File: config.mk
export PLATFORM = sky130hd
export DESIGN_NAME = clock_gate_and_divider_control
export DESIGN_NICKNAME = d
export VERILOG_FILES = /design/src/clock_ctrl_pkg.sv /design/src/clock_gate_cell.sv /design/src/clock_gate_and_divider_control.sv
export SDC_FILE = /design/constraint.sdc
export NUM_CORES = 1
export LEC_CHECK = 0
export BUFFER_PORTS_ARGS = -buffer_cell sky130_fd_sc_hd__buf_2
export CORE_AREA = 2 2 183 185
export CTS_CLUSTER_DIAMETER = 200
export DETAILED_ROUTE_END_ITERATION = 12
export DIE_AREA = 0 0 185 187
export PLACE_DENSITY = 0.72
export SYNTH_ARGS = -nofsm -noshare
export SYNTH_HDL_FRONTEND = slang
export SYNTH_SLANG_ARGS = --single-unit
File: constraint.sdc
create_clock -name clk_i -period 2.1 [get_ports clk_i]
set_input_delay 0.315 -clock clk_i [delete_from_list [all_inputs] [get_ports clk_i]]
set_output_delay 0.315 -clock clk_i [all_outputs]
set_load 0.005 [all_outputs]
File: src/clock_ctrl_pkg.sv
/*
  Shared constants and carrier types for the clock gating and divider control block.
  Assumes every clock source is seen as a sampled level in the single system clock domain.
*/
// What this block does
// One root gate per bank, built inside that bank's periphery clock multiplexer.
// Each bank clock may pass straight, pass through the root gate, or be divided.
// A sector has 32 sector clocks, each with a gate and a bypass.
// Sector gates take core enables; at most eight distinct enables per sector.
// A sector gate samples its enable at the next rising input clock edge.
// The gate holds its enable while the input clock is high, so no glitches.
// Sector clocks reach only their own sector; each sector carries its own gates.
// Sector gating is cycle exact; the enable path is plain synchronous logic.
// Each PLL counter gate enable is synchronised into that counter's clock.
// Core logic must not expect a fixed delay from PLL gate enable change.
// The root gate serves one of seven PLL counters; counter gates serve all.
// The cluster register enable is data feedback holding the value; clock keeps running.
// Divider outputs never feed the bank's own root gate, only routed sector gates.
// The divider gives the input clock, the clock over two and over four.
// All three divider outputs rise together.
// Each sector side has 64 wires in pairs; one wire of a pair driven.
// Core clocks enter routing directly, skipping the periphery multiplexer.
// A disabled gate holds its output low; enabling starts with a full high phase.
// Divide-by-two and divide-by-four stages clear together, aligned to the pass output.
package clock_ctrl_pkg;

  ////////////////////////////////////////////////////////////////////////////////
  // sizes
  localparam int PLL_COUNTERS = 7;
  localparam int BANK_SOURCES = 4;
  localparam int NUM_BANKS = 2;
  localparam int CORE_CLOCKS = 4;
  localparam int SECTOR_CLOCKS = 32;
  localparam int SECTOR_ENABLES = 8;
  localparam int ROUTE_WIRES = 64;
  localparam int ROUTE_PAIRS = ROUTE_WIRES / 2;
  localparam int CLUSTER_WIDTH = 8;
  localparam int BANK_SRC_TOTAL = PLL_COUNTERS + BANK_SOURCES;
  localparam int ROUTE_SRC_TOTAL = NUM_BANKS + CORE_CLOCKS;
  localparam int DIV_OUTPUTS = 3;

  ////////////////////////////////////////////////////////////////////////////////
  // field positions of the three divider outputs
  localparam int DIV_POS_PASS = 0;
  localparam int DIV_POS_HALF = 1;
  localparam int DIV_POS_QUARTER = 2;

  ////////////////////////////////////////////////////////////////////////////////
  // reset values
  localparam logic RESET_LOW = 1'h0;
  localparam logic [CLUSTER_WIDTH-1:0] CLUSTER_RESET = 8'h00;
  localparam logic [3:0] SRC_SEL_RESET = 4'h0;

  ////////////////////////////////////////////////////////////////////////////////
  // modes and carriers
  typedef enum logic [1:0] {MUX_PASS, MUX_GATE, MUX_DIVIDE} mux_mode_t;
  typedef enum logic [1:0] {DIV_BY1, DIV_BY2, DIV_BY4} div_sel_t;

  typedef struct packed {
    mux_mode_t mode;
    div_sel_t div_sel;
    logic [3:0] src_sel;
    logic [2:0] root_pll_sel;
    logic root_en;
  } bank_cfg_t;

  typedef struct packed {
    logic [2:0] src_sel;
    logic [2:0] en_sel;
    logic bypass;
  } sclk_cfg_t;

  typedef struct packed {
    logic req;
    logic dir_b;
  } route_cfg_t;

endpackage

File: src/clock_gate_cell.sv
/*
  Glitch-free gate cell: holds its enable while the clock level is high.
  Assumes clk_level_i and enable_i are already in the clk_i domain.
*/
`timescale 1ns/1ps
module clock_gate_cell (
  input wire logic clk_i,
  input wire logic rst_i,
  input wire logic clk_level_i,
  input wire logic enable_i,
  output logic gated_o
);

  logic held_en;

  ////////////////////////////////////////////////////////////////////////////////
  // enable follows only while the clock is low, so it is frozen on each rise
  always_ff @(posedge clk_i)
  begin
    if (rst_i)
    begin
      held_en <= clock_ctrl_pkg::RESET_LOW;
    end
    else if (!clk_level_i)
    begin
      held_en <= enable_i; // see
    end
  end

  // gated level: low while disabled, whole high phases otherwise
  always_ff @(posedge clk_i)
  begin
    if (rst_i)
    begin
      gated_o <= clock_ctrl_pkg::RESET_LOW;
    end
    else
    begin
      gated_o <= clk_level_i & held_en; // see
    end
  end

endmodule // clock_gate_cell

File: src/clock_gate_and_divider_control.sv
/*
  Clock control for one sector and its feeding banks: PLL counter gates, periphery
  clock multiplexers with root gate and divider, sector clock gates, routing pair
  drive control and the logic cluster register enable.
  Assumes clock sources arrive as levels from outside and are oversampled by clk_i;
  core enables, core clocks and configuration come from logic on clk_i.
*/
`timescale 1ns/1ps
module clock_gate_and_divider_control #(
  parameter int NUM_PLL = clock_ctrl_pkg::PLL_COUNTERS,
  parameter int NUM_BANK = clock_ctrl_pkg::NUM_BANKS,
  parameter int NUM_BANK_SRC = clock_ctrl_pkg::BANK_SOURCES,
  parameter int NUM_CORE = clock_ctrl_pkg::CORE_CLOCKS,
  parameter int NUM_SCLK = clock_ctrl_pkg::SECTOR_CLOCKS,
  parameter int NUM_EN = clock_ctrl_pkg::SECTOR_ENABLES,
  parameter int NUM_PAIRS = clock_ctrl_pkg::ROUTE_PAIRS,
  parameter int LC_WIDTH = clock_ctrl_pkg::CLUSTER_WIDTH
) (
  input wire logic clk_i,
  input wire logic rst_i,
  input wire logic [NUM_PLL-1:0] pll_clk_i,
  input wire logic [NUM_PLL-1:0] pll_gate_en_i,
  input wire logic [NUM_BANK*NUM_BANK_SRC-1:0] bank_src_clk_i,
  input wire clock_ctrl_pkg::bank_cfg_t [NUM_BANK-1:0] bank_cfg_i,
  input wire logic [NUM_CORE-1:0] core_clk_i,
  input wire clock_ctrl_pkg::sclk_cfg_t [NUM_SCLK-1:0] sclk_cfg_i,
  input wire logic [NUM_EN-1:0] sector_en_i,
  input wire clock_ctrl_pkg::route_cfg_t [NUM_PAIRS-1:0] route_cfg_i,
  input wire logic [LC_WIDTH-1:0] lc_d_i,
  input wire logic lc_ce_i,
  output logic [NUM_PLL-1:0] pll_clk_o,
  output logic [NUM_BANK-1:0] bank_clk_o,
  output logic [NUM_BANK*clock_ctrl_pkg::DIV_OUTPUTS-1:0] bank_div_o,
  output logic [NUM_SCLK-1:0] sclk_o,
  output logic [NUM_PAIRS-1:0] route_a_oe_o,
  output logic [NUM_PAIRS-1:0] route_b_oe_o,
  output logic [LC_WIDTH-1:0] lc_q_o
);

  localparam int DIVN = clock_ctrl_pkg::DIV_OUTPUTS;
  localparam int SRCN = NUM_PLL + NUM_BANK_SRC;
  localparam int ROUTEN = NUM_BANK + NUM_CORE;

  logic [NUM_PLL-1:0] pll_meta;
  logic [NUM_PLL-1:0] pll_sync;
  logic [NUM_PLL-1:0] pll_prev;
  logic [NUM_PLL-1:0] pll_en_s1;
  logic [NUM_PLL-1:0] pll_en_s2;
  logic [NUM_PLL-1:0] pll_gated;
  logic [NUM_BANK*NUM_BANK_SRC-1:0] bank_meta;
  logic [NUM_BANK*NUM_BANK_SRC-1:0] bank_sync;
  logic [ROUTEN-1:0] route_src;

  ////////////////////////////////////////////////////////////////////////////////
  // PLL counter gates: each enable is carried into its counter's own clock
  always_ff @(posedge clk_i)
  begin
    if (rst_i)
    begin
      pll_meta <= '0;
      pll_sync <= '0;
      pll_prev <= '0;
    end
    else
    begin
      pll_meta <= pll_clk_i;
      pll_sync <= pll_meta;
      pll_prev <= pll_sync;
    end
  end

  genvar p;
  generate
    for (p = 0; p < NUM_PLL; p++)
    begin : g_pll
      // two stages clocked by the counter's own rising edges: delay depends on phase
      always_ff @(posedge clk_i)
      begin
        if (rst_i)
        begin
          pll_en_s1[p] <= clock_ctrl_pkg::RESET_LOW;
          pll_en_s2[p] <= clock_ctrl_pkg::RESET_LOW;
        end
        else if (pll_sync[p] && !pll_prev[p])
        begin
          pll_en_s1[p] <= pll_gate_en_i[p]; // see
          pll_en_s2[p] <= pll_en_s1[p];
        end
      end

      clock_gate_cell u_pll_gate (
        .clk_i(clk_i),
        .rst_i(rst_i),
        .clk_level_i(pll_sync[p]),
        .enable_i(pll_en_s2[p]),
        .gated_o(pll_gated[p])
      );
    end
  endgenerate

  assign pll_clk_o = pll_gated;

  ////////////////////////////////////////////////////////////////////////////////
  // bank clock pins
  always_ff @(posedge clk_i)
  begin
    if (rst_i)
    begin
      bank_meta <= '0;
      bank_sync <= '0;
    end
    else
    begin
      bank_meta <= bank_src_clk_i;
      bank_sync <= bank_meta;
    end
  end

  ////////////////////////////////////////////////////////////////////////////////
  // periphery clock multiplexers, one per bank
  genvar b;
  generate
    for (b = 0; b < NUM_BANK; b++)
    begin : g_bank
      logic [SRCN-1:0] src_all;
      logic sel_lvl;
      logic root_lvl;
      logic root_out;
      logic pass_q;
      logic half_q;
      logic quarter_q;
      logic [3:0] last_sel;
      logic div_clear;
      logic next_bank;

      assign src_all = {bank_sync[b*NUM_BANK_SRC +: NUM_BANK_SRC], pll_gated};

      always_comb
      begin
        sel_lvl = clock_ctrl_pkg::RESET_LOW;
        if (int'(bank_cfg_i[b].src_sel) < SRCN)
        begin
          sel_lvl = src_all[bank_cfg_i[b].src_sel];
        end
      end

      // root gate takes one PLL counter only, never the divider output
      always_comb
      begin
        root_lvl = clock_ctrl_pkg::RESET_LOW;
        if (int'(bank_cfg_i[b].root_pll_sel) < NUM_PLL)
        begin
          root_lvl = pll_gated[bank_cfg_i[b].root_pll_sel]; // see
        end
      end

      clock_gate_cell u_root_gate (
        .clk_i(clk_i),
        .rst_i(rst_i),
        .clk_level_i(root_lvl),
        .enable_i(bank_cfg_i[b].root_en),
        .gated_o(root_out)
      );

      // a source change restarts both stages so they stay in step
      assign div_clear = (bank_cfg_i[b].src_sel != last_sel);

      always_ff @(posedge clk_i)
      begin
        if (rst_i)
        begin
          last_sel <= clock_ctrl_pkg::SRC_SEL_RESET;
        end
        else
        begin
          last_sel <= bank_cfg_i[b].src_sel;
        end
      end

      always_ff @(posedge clk_i)
      begin
        if (rst_i)
        begin
          pass_q <= clock_ctrl_pkg::RESET_LOW;
        end
        else
        begin
          pass_q <= sel_lvl;
        end
      end

      // stages advance on the same edge that raises the pass output
      always_ff @(posedge clk_i)
      begin
        if (rst_i || div_clear)
        begin
          half_q <= clock_ctrl_pkg::RESET_LOW;
          quarter_q <= clock_ctrl_pkg::RESET_LOW;
        end
        else if (sel_lvl && !pass_q)
        begin
          half_q <= !half_q; // see
          if (!half_q)
          begin
            quarter_q <= !quarter_q;
          end
        end
      end

      always_comb
      begin
        next_bank = pass_q;
        case (bank_cfg_i[b].mode)
          clock_ctrl_pkg::MUX_PASS:
          begin
            next_bank = pass_q;
          end
          clock_ctrl_pkg::MUX_GATE:
          begin
            next_bank = root_out;
          end
          clock_ctrl_pkg::MUX_DIVIDE:
          begin
            case (bank_cfg_i[b].div_sel)
              clock_ctrl_pkg::DIV_BY2: next_bank = half_q;
              clock_ctrl_pkg::DIV_BY4: next_bank = quarter_q;
              default: next_bank = pass_q;
            endcase
          end
          default:
          begin
            next_bank = clock_ctrl_pkg::RESET_LOW;
          end
        endcase
      end

      always_ff @(posedge clk_i)
      begin
        if (rst_i)
        begin
          bank_clk_o[b] <= clock_ctrl_pkg::RESET_LOW;
          bank_div_o[b*DIVN +: DIVN] <= '0;
        end
        else
        begin
          bank_clk_o[b] <= next_bank;
          bank_div_o[b*DIVN + clock_ctrl_pkg::DIV_POS_PASS] <= pass_q;
          bank_div_o[b*DIVN + clock_ctrl_pkg::DIV_POS_HALF] <= half_q;
          bank_div_o[b*DIVN + clock_ctrl_pkg::DIV_POS_QUARTER] <= quarter_q;
        end
      end
    end
  endgenerate

  ////////////////////////////////////////////////////////////////////////////////
  // routing sources: bank outputs, and core clocks that skip the bank mux
  assign route_src = {core_clk_i, bank_clk_o}; // see

  ////////////////////////////////////////////////////////////////////////////////
  // sector clocks: this sector's own gates, shared pool of core enables
  genvar s;
  generate
    for (s = 0; s < NUM_SCLK; s++)
    begin : g_sclk
      logic lvl;
      logic lvl_q;
      logic en;
      logic gated;

      always_comb
      begin
        lvl = clock_ctrl_pkg::RESET_LOW;
        if (int'(sclk_cfg_i[s].src_sel) < ROUTEN)
        begin
          lvl = route_src[sclk_cfg_i[s].src_sel];
        end
      end

      always_comb
      begin
        en = clock_ctrl_pkg::RESET_LOW;
        if (int'(sclk_cfg_i[s].en_sel) < NUM_EN)
        begin
          en = sector_en_i[sclk_cfg_i[s].en_sel];
        end
      end

      clock_gate_cell u_sclk_gate (
        .clk_i(clk_i),
        .rst_i(rst_i),
        .clk_level_i(lvl),
        .enable_i(en),
        .gated_o(gated)
      ); // see see

      always_ff @(posedge clk_i)
      begin
        if (rst_i)
        begin
          lvl_q <= clock_ctrl_pkg::RESET_LOW;
          sclk_o[s] <= clock_ctrl_pkg::RESET_LOW;
        end
        else
        begin
          lvl_q <= lvl;
          sclk_o[s] <= sclk_cfg_i[s].bypass ? lvl_q : gated;
        end
      end
    end
  endgenerate

  ////////////////////////////////////////////////////////////////////////////////
  // routing pairs: never both wires of a pair driven
  genvar w;
  generate
    for (w = 0; w < NUM_PAIRS; w++)
    begin : g_pair
      always_ff @(posedge clk_i)
      begin
        if (rst_i)
        begin
          route_a_oe_o[w] <= clock_ctrl_pkg::RESET_LOW;
          route_b_oe_o[w] <= clock_ctrl_pkg::RESET_LOW;
        end
        else
        begin
          route_a_oe_o[w] <= route_cfg_i[w].req & !route_cfg_i[w].dir_b;
          route_b_oe_o[w] <= route_cfg_i[w].req & route_cfg_i[w].dir_b;
        end
      end
    end
  endgenerate

  ////////////////////////////////////////////////////////////////////////////////
  // logic cluster register: enable recirculates data, clock never stops
  always_ff @(posedge clk_i)
  begin
    if (rst_i)
    begin
      lc_q_o <= clock_ctrl_pkg::CLUSTER_RESET;
    end
    else
    begin
      lc_q_o <= lc_ce_i ? lc_d_i : lc_q_o;
    end
  end

endmodule // clock_gate_and_divider_control

==> impl_metrics.yaml <==
worst_setup_path:
  crit_cells: 5
  cp.required_ns: 2.57
  critPathTopFamily: "compound AO/OA/AOI/OAI gates"
  end_kind: "flop"
  path_buf_inv: 1
  path_max_fanout: 33
  ff2ff_path_depth: 5
  worst_ep_arrival_time_ns: 2.26
  crit_type: "flop to flop"
  slowest_stage: "mux4_2"
  crit_chain: "buf_12 -> mux4_2 -> a22oi_1 -> nor2_1 -> a211oi_1"
  startpoint_type: "flop"
  max_stage_delay_ns: 0.49
synthesis:
  synth.net_count: 1457
  avgSynthCellArea_um2: 11.6
  synth_top_family_by_area: "multiplexers"
  netlist-cell-type-count: 37
  async_reset_ff_share_pct: 0
  syn_area_um2: 12800
  synth-adder-area-share_pct: 0.392
  synthCells: 1096
  synthFlopType: "dfxtp_1"
  ys_ff_latch: 291
  synth_simple_gate_area_share_pct: 15.4
  seq_area_frac_synth_pct: 45.6
  synth-compound-area-share_pct: 4.87
  yosys_warnings: 0
  synth.area.mux_share_pct: 29.4
  synth-edff-count: 0
  yosys.area_share.xor_xnor_pct: 0.343
timing:
  worst_pin_slew_ns: 0.777
  drv_slew: 0
  max_freq_mhz: 559
  fin_crit_sh_pct: 85.1
  rsz0062_at_grt: "false"
  fin_skew_ns: 0.00978
  setup_viol: 0
  setup_tns_ns: 0
  min_period_ns: 1.79
  relSlewSlack_pct: 48.2
  hold_viol_final: 0
power_and_ir_drop:
  p_per_area_nw_per_um2: 746
  power.leakage_nw: 8.21
  peakVddDrop_mv: 0.687
final_layout:
  areaGrowthSynthToFinish_pct: 40.3
  layout-drive-gt1-share_pct: 39.6
  multiInputGateArea_um2: 6440
  fin_util_pct: 54.5
  finalNetCount: 2026
  final_cell_mix: "buf_2, dfxtp_1, dlygate4sd3_1"
  nFillCells: 2808
  final_common_cell: "buf_2"
  seqCellArea_um2: 5830
floorplan:
  start_util_pct: 38.8
  rows: 67
  coreArea_um2: 32900
  die_w_um: 185
  fp.dieArea_um2: 34600
  ios: 476
  die_y_um: 187
outcome:
  status: "finished, final reports clean"
global_routing:
  grt_overflow: 0
  grt_pass1_vias: 11200
  track_usage_pct: 22.5
  grt_pass1_wl_um: 60300
  grt_max_degree: 91
  antenna_found_initial: 12
route:
  vias_per_cell: 5.06
  dr.pass1.iters: 5
  drc: 0
  wl_um: 40200
  dr_total_vias: 10900
  wl_per_cell_um: 18.7
  drt.antenna.violating_nets: 0
  drt_iter0_drc: 460
cts:
  clock_latency_ns: 0.57
  cts_num_sinks: 291
  cts_made_buffers: 31
  cts.reportedPaths.clkPinSlew_ns: 0.06
  htreeDepth: 1
  cts-root-buf: "clkbuf_16"
  cts_buffer_depth: 3
  post_cts_resized: 0
  post_cts_buffers: 0
  cts_tree: "yes"
min_path:
  hold_path.class: "input pin to flop"
  whs_path_depth: 3
place:
  hpwlAfterDp_um: 27300
  port_buffers: 475
  gp_congestion: 0.874
run:
  cap_viol_max_count: 0
kinds of logic (layout without fill, tap and decap cells):
family | Yosys count | in the layout
muxes | 243 | 243
adders and majority gates | 4 | 4
and+or+nand+nor | 349 | 349
buffers and inverters | 122 | 716
other | 0 | 10
AOI/OAI and AO/OA | 82 | 82
DFF | 291 | 291
xor gates and xnor gates | 5 | 5
synthesized netlist by cell type (2+ instances only):
library cell	count	area, µm²
buf_1	6	22.5
o41a_1	2	22.5
a211oi_1	34	255
o21ai_0	2	10.0
and2_1	39	244
nor3b_1	35	263
a22oi_1	34	255
o311ai_0	2	17.5
nor2_1	133	499
a2bb2oi_1	2	17.5
ha_1	4	50.1
nand3_1	3	15.0
buf_4	7	52.6
mux2i_1	109	1090
o31ai_1	2	15.0
a21oi_1	2	10.0
dfxtp_1	291	5830
nand2b_1	4	25.0
and3b_1	32	280
inv_1	42	158
mux2_2	32	360
buf_6	2	22.5
xor2_1	4	35.0
nor2b_1	93	582
nand2_1	3	11.3
clkbuf_1	65	244
mux4_2	101	2270
nand3b_1	2	15.0
per-layer routing:
layer / vias up / share of wire (%) / global-route usage, %
met2: 517 / 50 / 40.0
li1: 5062 / - / -
met5: - / 0.10 / 0
met3: 101 / 8.4 / 5.57
met1: 5188 / 37 / 24.6
met4: 6 / 4.3 / 11.3
what timing repair did:
item / in CTS / in global routing
hold endpoints to repair: 112 / 0
hold buffers: 134 / 0
setup endpoints to repair: 0 / 0
path summary, 6_finish.rpt:
path,from,to,slack (ns)
setup / recovery,bank_clk_o[0]$_SDFF_PP0_,g_sclk[2].u_sclk_gate.held_en$_SDFFE_PP0N_,0.31
hold / removal,sclk_cfg_i[0],sclk_o[0]$_SDFF_PP0_,0.02
hold reg to reg,pll_meta[5]$_SDFF_PP0_,pll_sync[5]$_SDFF_PP0_,0.43
setup reg to reg,bank_clk_o[0]$_SDFF_PP0_,g_sclk[2].u_sclk_gate.held_en$_SDFFE_PP0N_,0.31
cell type report:
cell class              count  area share [%]
well taps                 448            3.13
multi-input cells         683            36.0
repair buffers            616            21.4
flip-flops and latches    291            32.5
inverters                  42           0.880
clock buffers              39            4.78
clock inverters            19            1.15
diodes                     10           0.140
power breakdown:
part / leakage (nW) / internal [mW] / switching [mW]
Sequential: 2.38 / 5.78 / 0.0899
Clock: 0.518 / 3.28 / 2.28
Combinational: 5.31 / 1.07 / 0.861
Total: 8.21 / 10.1 / 3.23
registers in the layout, indices dropped and copies added (netlist names), 6 cells and up:
signal,flops
pll_sync,7
pll_meta,7
g_pll.u_pll_gate.gated_o,7
g_sclk.u_sclk_gate.held_en,32
pll_en_s1,7
lc_q_o,8
bank_meta,8
g_sclk.lvl_q,32
bank_div_o,6
g_pll.u_pll_gate.held_en,7
pll_en_s2,7
route_b_oe_o,32
g_sclk.u_sclk_gate.gated_o,32
sclk_o,32
g_bank.last_sel,8
bank_sync,8
pll_prev,7
route_a_oe_o,32
worst register-to-register path, stage by stage, from the launching register on:
cell	delay [ns]
dfxtp_1	0.33
buf_12	0.17
mux4_2	0.53
a22oi_1	0.30
nor2_1	0.09
a211oi_1	0.26
per-stage QoR:
stage	setup slack [ns]	instance area [µm²]	total power, mW	hold WS (ns)	std cells
finish	0.312	17900	13.4	0.0164	2148
global route	0.235	17900	13.9	0.0125	2145
CTS	0.319	17900	13.5	0.00105	2138
detailed placement	0.167	15500	7.71	0.422	1946
global placement	0.249	15500	7.66	0.420	1946
floorplan	0.490	12800	6.93	0.391	1096
Note: power is estimated with default switching activity, not from simulation.
